===== config.mk =====
export PLATFORM = sky130hd
export DESIGN_NAME = ppc_pll_ctrl_flat
export DESIGN_NICKNAME = d
export VERILOG_FILES = /design/src/ppc_pkg.sv /design/src/ppc_if.sv /design/src/ppc_pll_ctrl.sv /design/src/flat_wrapper.sv
export SDC_FILE = /design/constraint.sdc
export NUM_CORES = 1
export LEC_CHECK = 0
export BUFFER_PORTS_ARGS = -buffer_cell sky130_fd_sc_hd__buf_2
export CORE_MARGIN = 3
export CORE_UTILIZATION = 47
export DETAILED_ROUTE_END_ITERATION = 10
export GPL_ROUTABILITY_DRIVEN = 0
export GPL_TIMING_DRIVEN = 0
export MAX_ROUTING_LAYER = met4
export PLACE_DENSITY = 0.74
export SLEW_MARGIN = 10
export SYNTH_ARGS = -nofsm -noshare
export SYNTH_HDL_FRONTEND = slang
export SYNTH_SLANG_ARGS = --single-unit

===== constraint.sdc =====
create_clock -name sys_clk_i -period 1.6 [get_ports sys_clk_i]
set_input_delay 0.16 -clock sys_clk_i [delete_from_list [all_inputs] [get_ports sys_clk_i]]
set_output_delay 0.16 -clock sys_clk_i [all_outputs]
set_load 0.02 [all_outputs]

===== src/ppc_pkg.sv =====
// shared constants, register layout and state encodings for the packet pll control
package ppc_pkg;
    // --------------------
    // register bus
    // --------------------
    localparam int ADDR_W = 8;
    localparam int DATA_W = 32;
    localparam logic [ADDR_W-1:0] OFS_FREQ = 8'h00;
    localparam logic [ADDR_W-1:0] OFS_RSTSEL = 8'h04;
    localparam logic [ADDR_W-1:0] OFS_KEY_FIRST = 8'h08;
    localparam logic [ADDR_W-1:0] OFS_KEY_SECOND = 8'h0C;
    // arbitrary key values for the write-unlock sequence
    localparam logic [DATA_W-1:0] KEY_FIRST_VALUE = 32'hA5C3_0F01;
    localparam logic [DATA_W-1:0] KEY_SECOND_VALUE = 32'h5A3C_F002;

    // --------------------
    // field layout
    // --------------------
    localparam int MUL_W = 13;
    localparam int DIV_W = 6;
    localparam int BW_W = 12;
    localparam int BW_LO_LSB = 24;
    localparam int BW_LO_W = 8;
    localparam int BYPASS_BIT = 23;
    localparam int MUL_LSB = 6;
    localparam int DIV_LSB = 0;
    localparam int PLL_RST_BIT = 14;
    localparam int OSEL_BIT = 13;
    localparam int SAT_BIT = 6;
    localparam int BW_HI_LSB = 0;
    localparam int BW_HI_W = 4;
    localparam logic [DATA_W-1:0] FREQ_RESET = 32'h0908_04C0;
    localparam logic [DATA_W-1:0] RSTSEL_RESET = 32'h0000_0000;
    // bits 5-4 of the reset/select register read as zero and ignore writes
    localparam logic [DATA_W-1:0] RSTSEL_WMASK = 32'hFFFF_FFCF;

    // --------------------
    // timing
    // --------------------
    localparam int CLK_PERIOD_NS = 10;
    localparam int RELOCK_WAIT_NS = 1000;
    localparam int RELOCK_WAIT_CYC = (RELOCK_WAIT_NS + CLK_PERIOD_NS - 1) / CLK_PERIOD_NS;

    // --------------------
    // states
    // --------------------
    typedef enum logic [1:0] {
        UNLK_CLOSED = 2'b00,
        UNLK_HALF = 2'b01,
        UNLK_OPEN = 2'b10
    } ppc_unlock_e;

    typedef enum logic [1:0] {
        SW_IDLE = 2'b00,
        SW_ISSUE = 2'b01,
        SW_WAIT_ACK = 2'b10,
        SW_RELOCK = 2'b11
    } ppc_sw_state_e;
endpackage


===== src/ppc_if.sv =====
// register access channel between configuring software agent and pll control
`timescale 1ns/1ps
interface ppc_if;
    logic req;
    logic wr;
    logic [ppc_pkg::ADDR_W-1:0] addr;
    logic [ppc_pkg::DATA_W-1:0] wdata;
    logic [ppc_pkg::DATA_W-1:0] rdata;
    logic ack;

    modport dev (input req, input wr, input addr, input wdata, output rdata, output ack);
    modport sw (output req, output wr, output addr, output wdata, input rdata, input ack);
endinterface


===== src/ppc_pll_ctrl.sv =====
// packet accelerator pll control: registers, unlock, clock path and reset/lock status
`timescale 1ns/1ps
// Behaviour
// - reference source chosen by select pin level
// - pll bypassed after power-on until programmed
// - software unlocks with two keys before writing
// - control registers reset only by power-on
// - software sets bandwidth to ((m+1)>>1)-1
// - freq bit 23 enables bypass
// - freq bits 18-6 set multiplier
// - freq bits 5-0 set reference divider
// - select bit 14 holds pll in reset
// - select bit 13 routes pll clock onward
// - software must set saturation enable bit
// - pll output divided by two to coprocessor
// - lock reached before status high, kept after
// - one common reset and one common powerdown
module ppc_pll_ctrl #(
    parameter logic [ppc_pkg::DATA_W-1:0] KEY_FIRST = ppc_pkg::KEY_FIRST_VALUE,
    parameter logic [ppc_pkg::DATA_W-1:0] KEY_SECOND = ppc_pkg::KEY_SECOND_VALUE
) (
    input wire logic sys_clk_i,
    input wire logic resetn_i,
    input wire logic warm_resetn_i,
    ppc_if.dev bus,
    input wire logic ref_source_select_pin_i,
    input wire logic core_reference_clock_i,
    input wire logic accel_reference_clock_i,
    input wire logic pll_output_clock_i,
    input wire logic pll_lock_i,
    output logic pll_ref_clock_o,
    output logic pll_bypass_o,
    output logic [ppc_pkg::MUL_W-1:0] multiplier_select_o,
    output logic [ppc_pkg::DIV_W-1:0] ref_divider_select_o,
    output logic [ppc_pkg::BW_W-1:0] bandwidth_adjust_o,
    output logic saturation_enable_o,
    output logic accel_clock_output_select_o,
    output logic common_pll_reset_n_o,
    output logic common_pll_powerdown_o,
    output logic coproc_clock_o,
    output logic reset_status_output_o,
    output logic regs_unlocked_o
);
    // --------------------
    // elaboration checks
    // --------------------
    if (KEY_FIRST == KEY_SECOND) begin : g_key_check
        $error("unlock keys must differ");
    end

    // --------------------
    // declarations
    // --------------------
    logic [ppc_pkg::DATA_W-1:0] pll_freq_config;
    logic [ppc_pkg::DATA_W-1:0] pll_reset_select_config;
    ppc_pkg::ppc_unlock_e unlock_state;
    ppc_pkg::ppc_unlock_e next_unlock_state;
    logic por_bypass;
    logic eff_bypass;
    logic ref_sel;
    logic src_clk;
    logic src_q;
    logic div_q;
    logic lock_seen;
    logic wr_en;
    logic [ppc_pkg::DATA_W-1:0] next_rdata;

    assign wr_en = bus.req && bus.wr && (unlock_state == ppc_pkg::UNLK_OPEN);
    // a hardware bypass flag covers the window before software first writes the frequency register while unlocked
    assign eff_bypass = pll_freq_config[ppc_pkg::BYPASS_BIT] | por_bypass;
    assign ref_sel = ref_source_select_pin_i ? accel_reference_clock_i : core_reference_clock_i;
    assign src_clk = eff_bypass ? ref_sel : pll_output_clock_i;

    // --------------------
    // write-unlock sequence
    // --------------------
    always_comb begin
        next_unlock_state = unlock_state;
        if (bus.req && bus.wr) begin
            if (bus.addr == ppc_pkg::OFS_KEY_FIRST) begin
                next_unlock_state = (bus.wdata == KEY_FIRST) ? ppc_pkg::UNLK_HALF : ppc_pkg::UNLK_CLOSED;
            end else if (bus.addr == ppc_pkg::OFS_KEY_SECOND) begin
                if (bus.wdata == KEY_SECOND && unlock_state != ppc_pkg::UNLK_CLOSED) begin
                    next_unlock_state = ppc_pkg::UNLK_OPEN;
                end else begin
                    next_unlock_state = ppc_pkg::UNLK_CLOSED;
                end
            end
        end
    end

    always_ff @(posedge sys_clk_i or negedge resetn_i) begin
        if (!resetn_i) begin
            unlock_state <= ppc_pkg::UNLK_CLOSED;
        end else begin
            unlock_state <= next_unlock_state;
        end
    end

    // --------------------
    // control registers, power-on reset only; warm reset never reaches them
    // --------------------
    always_ff @(posedge sys_clk_i or negedge resetn_i) begin
        if (!resetn_i) begin
            pll_freq_config <= ppc_pkg::FREQ_RESET;
        end else if (wr_en && bus.addr == ppc_pkg::OFS_FREQ) begin
            pll_freq_config <= bus.wdata;
        end
    end

    always_ff @(posedge sys_clk_i or negedge resetn_i) begin
        if (!resetn_i) begin
            pll_reset_select_config <= ppc_pkg::RSTSEL_RESET;
        end else if (wr_en && bus.addr == ppc_pkg::OFS_RSTSEL) begin
            pll_reset_select_config <= bus.wdata & ppc_pkg::RSTSEL_WMASK;
        end
    end

    always_ff @(posedge sys_clk_i or negedge resetn_i) begin
        if (!resetn_i) begin
            por_bypass <= 1'b1;
        end else if (wr_en && bus.addr == ppc_pkg::OFS_FREQ) begin
            por_bypass <= 1'b0;
        end
    end

    // --------------------
    // register read port
    // --------------------
    always_comb begin
        next_rdata = '0;
        unique case (bus.addr)
            ppc_pkg::OFS_FREQ: next_rdata = pll_freq_config;
            ppc_pkg::OFS_RSTSEL: next_rdata = pll_reset_select_config;
            default: next_rdata = '0;
        endcase
    end

    always_ff @(posedge sys_clk_i or negedge resetn_i) begin
        if (!resetn_i) begin
            bus.ack <= 1'b0;
            bus.rdata <= '0;
        end else begin
            bus.ack <= bus.req;
            bus.rdata <= (bus.req && !bus.wr) ? next_rdata : '0;
        end
    end

    // --------------------
    // pll pin drive
    // --------------------
    always_ff @(posedge sys_clk_i or negedge resetn_i) begin
        if (!resetn_i) begin
            pll_bypass_o <= 1'b1;
            multiplier_select_o <= '0;
            ref_divider_select_o <= '0;
            bandwidth_adjust_o <= '0;
            saturation_enable_o <= 1'b0;
            accel_clock_output_select_o <= 1'b0;
            regs_unlocked_o <= 1'b0;
        end else begin
            pll_bypass_o <= eff_bypass;
            multiplier_select_o <= pll_freq_config[ppc_pkg::MUL_LSB +: ppc_pkg::MUL_W];
            ref_divider_select_o <= pll_freq_config[ppc_pkg::DIV_LSB +: ppc_pkg::DIV_W];
            bandwidth_adjust_o <= {pll_reset_select_config[ppc_pkg::BW_HI_LSB +: ppc_pkg::BW_HI_W],
                                   pll_freq_config[ppc_pkg::BW_LO_LSB +: ppc_pkg::BW_LO_W]};
            saturation_enable_o <= pll_reset_select_config[ppc_pkg::SAT_BIT];
            accel_clock_output_select_o <= pll_reset_select_config[ppc_pkg::OSEL_BIT];
            regs_unlocked_o <= (unlock_state == ppc_pkg::UNLK_OPEN);
        end
    end

    // one reset line and one powerdown line feed all three pll sub-blocks
    always_ff @(posedge sys_clk_i or negedge resetn_i) begin
        if (!resetn_i) begin
            common_pll_reset_n_o <= 1'b0;
            common_pll_powerdown_o <= 1'b1;
        end else begin
            common_pll_reset_n_o <= !pll_reset_select_config[ppc_pkg::PLL_RST_BIT];
            common_pll_powerdown_o <= 1'b0;
        end
    end

    // --------------------
    // clock path: reference out, divide by two toward the coprocessor
    // --------------------
    // clocks are sampled as levels at the system rate, so source clocks must stay below half of it
    always_ff @(posedge sys_clk_i or negedge resetn_i) begin
        if (!resetn_i) begin
            pll_ref_clock_o <= 1'b0;
            src_q <= 1'b0;
        end else begin
            pll_ref_clock_o <= ref_sel;
            src_q <= src_clk;
        end
    end

    always_ff @(posedge sys_clk_i or negedge resetn_i) begin
        if (!resetn_i) begin
            div_q <= 1'b0;
        end else if (!pll_reset_select_config[ppc_pkg::OSEL_BIT]) begin
            div_q <= 1'b0;
        end else if (src_clk && !src_q) begin
            div_q <= !div_q;
        end
    end

    assign coproc_clock_o = div_q;

    // --------------------
    // lock and reset status
    // --------------------
    // lock is only counted once after power-on; a warm reset drops status but not lock
    always_ff @(posedge sys_clk_i or negedge resetn_i) begin
        if (!resetn_i) begin
            lock_seen <= 1'b0;
        end else if (pll_lock_i && common_pll_reset_n_o) begin
            lock_seen <= 1'b1;
        end
    end

    always_ff @(posedge sys_clk_i or negedge resetn_i) begin
        if (!resetn_i) begin
            reset_status_output_o <= 1'b0;
        end else begin
            reset_status_output_o <= lock_seen && warm_resetn_i;
        end
    end
endmodule


===== src/flat_wrapper.sv =====
// flat-port wrapper written by rule: the top's interface ports become plain ports
module ppc_pll_ctrl_flat 
#(
    parameter logic [ppc_pkg::DATA_W-1:0] KEY_FIRST = ppc_pkg::KEY_FIRST_VALUE,
    parameter logic [ppc_pkg::DATA_W-1:0] KEY_SECOND = ppc_pkg::KEY_SECOND_VALUE
)
  (sys_clk_i, resetn_i, warm_resetn_i, ref_source_select_pin_i, core_reference_clock_i, accel_reference_clock_i, pll_output_clock_i, pll_lock_i, pll_ref_clock_o, pll_bypass_o, multiplier_select_o, ref_divider_select_o, bandwidth_adjust_o, saturation_enable_o, accel_clock_output_select_o, common_pll_reset_n_o, common_pll_powerdown_o, coproc_clock_o, reset_status_output_o, regs_unlocked_o, bus_req, bus_wr, bus_addr, bus_wdata, bus_rdata, bus_ack);
  ppc_if bus_i ();
  input wire logic sys_clk_i;
  input wire logic resetn_i;
  input wire logic warm_resetn_i;
  input wire logic ref_source_select_pin_i;
  input wire logic core_reference_clock_i;
  input wire logic accel_reference_clock_i;
  input wire logic pll_output_clock_i;
  input wire logic pll_lock_i;
  output logic pll_ref_clock_o;
  output logic pll_bypass_o;
  output logic [ppc_pkg::MUL_W-1:0] multiplier_select_o;
  output logic [ppc_pkg::DIV_W-1:0] ref_divider_select_o;
  output logic [ppc_pkg::BW_W-1:0] bandwidth_adjust_o;
  output logic saturation_enable_o;
  output logic accel_clock_output_select_o;
  output logic common_pll_reset_n_o;
  output logic common_pll_powerdown_o;
  output logic coproc_clock_o;
  output logic reset_status_output_o;
  output logic regs_unlocked_o;
  input wire logic [$bits(bus_i.req)-1:0] bus_req;
  input wire logic [$bits(bus_i.wr)-1:0] bus_wr;
  input wire logic [$bits(bus_i.addr)-1:0] bus_addr;
  input wire logic [$bits(bus_i.wdata)-1:0] bus_wdata;
  output wire logic [$bits(bus_i.rdata)-1:0] bus_rdata;
  output wire logic [$bits(bus_i.ack)-1:0] bus_ack;
  assign bus_i.req = bus_req;
  assign bus_i.wr = bus_wr;
  assign bus_i.addr = bus_addr;
  assign bus_i.wdata = bus_wdata;
  assign bus_rdata = bus_i.rdata;
  assign bus_ack = bus_i.ack;
  ppc_pll_ctrl #(.KEY_FIRST(KEY_FIRST), .KEY_SECOND(KEY_SECOND)) u_core (.sys_clk_i(sys_clk_i), .resetn_i(resetn_i), .warm_resetn_i(warm_resetn_i), .bus(bus_i), .ref_source_select_pin_i(ref_source_select_pin_i), .core_reference_clock_i(core_reference_clock_i), .accel_reference_clock_i(accel_reference_clock_i), .pll_output_clock_i(pll_output_clock_i), .pll_lock_i(pll_lock_i), .pll_ref_clock_o(pll_ref_clock_o), .pll_bypass_o(pll_bypass_o), .multiplier_select_o(multiplier_select_o), .ref_divider_select_o(ref_divider_select_o), .bandwidth_adjust_o(bandwidth_adjust_o), .saturation_enable_o(saturation_enable_o), .accel_clock_output_select_o(accel_clock_output_select_o), .common_pll_reset_n_o(common_pll_reset_n_o), .common_pll_powerdown_o(common_pll_powerdown_o), .coproc_clock_o(coproc_clock_o), .reset_status_output_o(reset_status_output_o), .regs_unlocked_o(regs_unlocked_o));
endmodule

==> results.toml <==
[timing]
period_minus_slack_ns = 1.68
setup_viol = 29
relSlewSlack_pct = 43.7
fin_skew_ns = 0.00617
worst_slew_pin_slew_ns = 0.844
fmax_ghz = 0.594
setup_tns_ns = -1.62
setup_slack_ns = -0.0845
fin_crit_sh_pct = 105
rsz0062_at_grt = "yes"
finalMaxSlewViolations = 0
finalHoldViolCount = 0

[synth]
synth_edf_count = 0
synth_seq_cells = 140
syn_nets = 377
syn_inst = 327
yosysWarnings = 0
yosys_most_used_dff = "dfrtp_1"
netlist_area_um2 = 5040
yosysUniqueCellTypes = 35
synthArstFlopShare_pct = 100
synth.avg_cell_area_um2 = 15.4
yosysSeqAreaShare_pct = 69.7

[cts]
cts_tree = "yes"
htreeDepth = 4
cts-root-buf = "clkbuf_8"
clock-sinks = 140
numCtsBuffers = 17
path_clk_slew_ns = 0.06
cts_buffer_depth = 2
clk_latency_ns = 0.51

[cells_and_area]
layout_common_cells = "131 x dfrtp_1, 116 x buf_2, 36 x mux2_2, 36 x dlygate4sd3_1"
drive_above_1_share_pct = 46.3
layout_commonest_cell = "dfrtp_1"
fillCellCount = 739
area_growth_pct = 41.6
nNetsFinal = 558
diodes = 0

[worst_setup_path]
required_ns = 1.99
worstSetupEndpointType = "flip-flop"
r2r_slack_ns = -0.08
critPathCapture = "u_core.pll_freq_config[20]"
critPathKind = "reg2reg"
cp.arrival_ns = 2.08
startpoint = "u_core.unlock_state[0]"
r2r_cells = 6
start_kind = "flip-flop"
crit_slowest_cell = "dfrtp_1"
path_max_fanout = 7
cpMostUsedCell = "buf_12"
slowest_delay_ns = 0.41
worstReg2RegStart = "u_core.unlock_state[0]"
reg2reg_to = "u_core.pll_freq_config[20]"
cp_cell_sequence = "nor2b_4 > and3_4 > and3b_2 > buf_12 > buf_12 > mux2_2"

[grt]
grt.overflow.total = 0
grt_pass1_vias = 3258
grt_antenna_before_repair = 0
grt_usage_pct = 20.4
grt_max_degree = 79
grt_pass1_wl_mm = 17.6

[status]
status = "finished, violations left"
failed_checks = "negative setup slack"

[floorplan]
initial_core_util_pct = 48.6
num_io_pins = 123
fp-row-count = 37
die_h_um = 110
core_area_um2 = 10400
die_area_um2 = 12000
chipWidth_um = 110

[drt]
wl_per_cell_um = 17.7
ant_nets = 0
drt-total-wl_mm = 11.7
via_count = 3294
drc = 0
firstDrtPassIters = 4
first_iter_violations = 112
vias_per_cell = 5.01

[job]
max_cap_viol_count = 0

[power_and_ir_drop]
power_per_cell_area_nw_per_um2 = 1110
leakagePower_uw = 0.00372
total_power_uw = 7930
ir_worst_vdd_v = 0.000660

[placed_design]
dp_hpwl_mm = 7.25
port_buffers = 121
preCtsSetupSlack_ns = -0.599

[hold_path]
hp-class = "in2reg"
==> Yosys cell counts (2+ instances only) <==
master | count | share of area, %
dfrtp_1 | 131 | 65
mux2_2 | 62 | 14
mux2i_1 | 31 | 6.2
nor2_1 | 31 | 2.3
dfstp_2 | 9 | 4.7
clkbuf_1 | 7 | 0.52
buf_2 | 4 | 0.40
nand2_1 | 4 | 0.30
nor4_1 | 4 | 0.50
buf_1 | 3 | 0.22
nand3_1 | 3 | 0.30
nand4b_1 | 3 | 0.52
nor2b_1 | 3 | 0.37
nor4bb_1 | 3 | 0.60
or4_4 | 3 | 0.67
and2_1 | 2 | 0.25
inv_1 | 2 | 0.15
nand4_1 | 2 | 0.25
nor3_1 | 2 | 0.20
nor3b_1 | 2 | 0.30
nor4b_1 | 2 | 0.35
==> state kept, by name, summed over array words and instances (netlist names), 2 cells and up <==
signal,cells
u_core.bus.rdata,32
u_core.pll_freq_config,32
u_core.multiplier_select_o,13
u_core.pll_reset_select_config,30
u_core.ref_divider_select_o,6
u_core.bandwidth_adjust_o,12
u_core.unlock_state,2
==> where the power goes <==
part           switching [uW]  leakage, uW  internal, uW  total [uW]
clock network            1430     0.000298          2610        4040
registers                1.56      0.00190          3550        3550
logic                     183      0.00152           151         334
total                    1620      0.00372          6310        7930
==> per-stage QoR <==
step	util (%)	area, um2	std cells	hold slack, ns
after floorplan	-	5070	327	-0.136
after global placement	56.4	5840	584	0.329
after detailed placement	56.7	5880	585	0.182
after CTS	67.8	7030	659	0.0317
after global routing	68.9	7140	657	0.00810
final	68.9	7140	657	0.0239
==> metal layers <==
metal	vias up	share of wire (%)	wire, um	track usage [%]
li1	1505	-	-	-
met3	9	5.5	644	5.23
met5	-	0	0	-
met2	99	50	5870	32.2
met4	0	1.2	143	6.32
met1	1681	43	4990	26.2
==> worst min path at each step <==
stage,startpoint,end,slack [ns],cells after the start
floorplan,resetn_i,u_core.accel_clock_output_select_o,-0.14,0
global placement,bus_req,u_core.bus.ack,0.33,1
detailed placement,resetn_i,u_core.lock_seen,0.18,1
CTS,bus_addr[6],u_core.unlock_state[1],0.03,4
global route,bus_wdata[4],u_core.pll_freq_config[4],0.008,2
finish,bus_wdata[4],u_core.pll_freq_config[4],0.02,2
==> cells by family after synthesis <==
group / Yosys count / synth area share, %
simple gates: 71 / 8.04
compound gates: 5 / 0.744
buf+inv: 16 / 1.29
xor+xnor: 1 / 0.174
mux: 93 / 20.0
other cells: 1 / 0.0744
flops: 140 / 69.7
==> worst max-delay path: cells and delay by family (launching register included) <==
| kind | cells | cell delay (ns) |
|---|---|---|
| muxes | 1 | 0.34 |
| and+or+nand+nor | 3 | 0.54 |
| DFF | 1 | 0.41 |
| buffers and inverters | 2 | 0.29 |
==> final cells by class <==
| type | count | area (um2) | share of cell area, % |
|---|---|---|---|
| flip-flops and latches | 140 | 3510 | 49.2 |
| multi-input cells | 171 | 1590 | 22.3 |
| repair buffers | 162 | 1110 | 15.6 |
| clock buffers | 21 | 449 | 6.29 |
| well taps | 136 | 170 | 2.38 |
| clock inverters | 11 | 168 | 2.35 |
| plain buffers | 14 | 124 | 1.73 |
| inverters | 2 | 7.51 | 0.105 |
==> repair_timing <==
item                                   CTS  global route
setup endpoints to repair               30            52
resized for setup                       27            23
pin swaps                                1             3
setup buffers                            2             0
endpoints found under the hold margin  128             0
gates cloned                             1             2
hold buffers                            39             0
(Power assumes the default switching activity.)
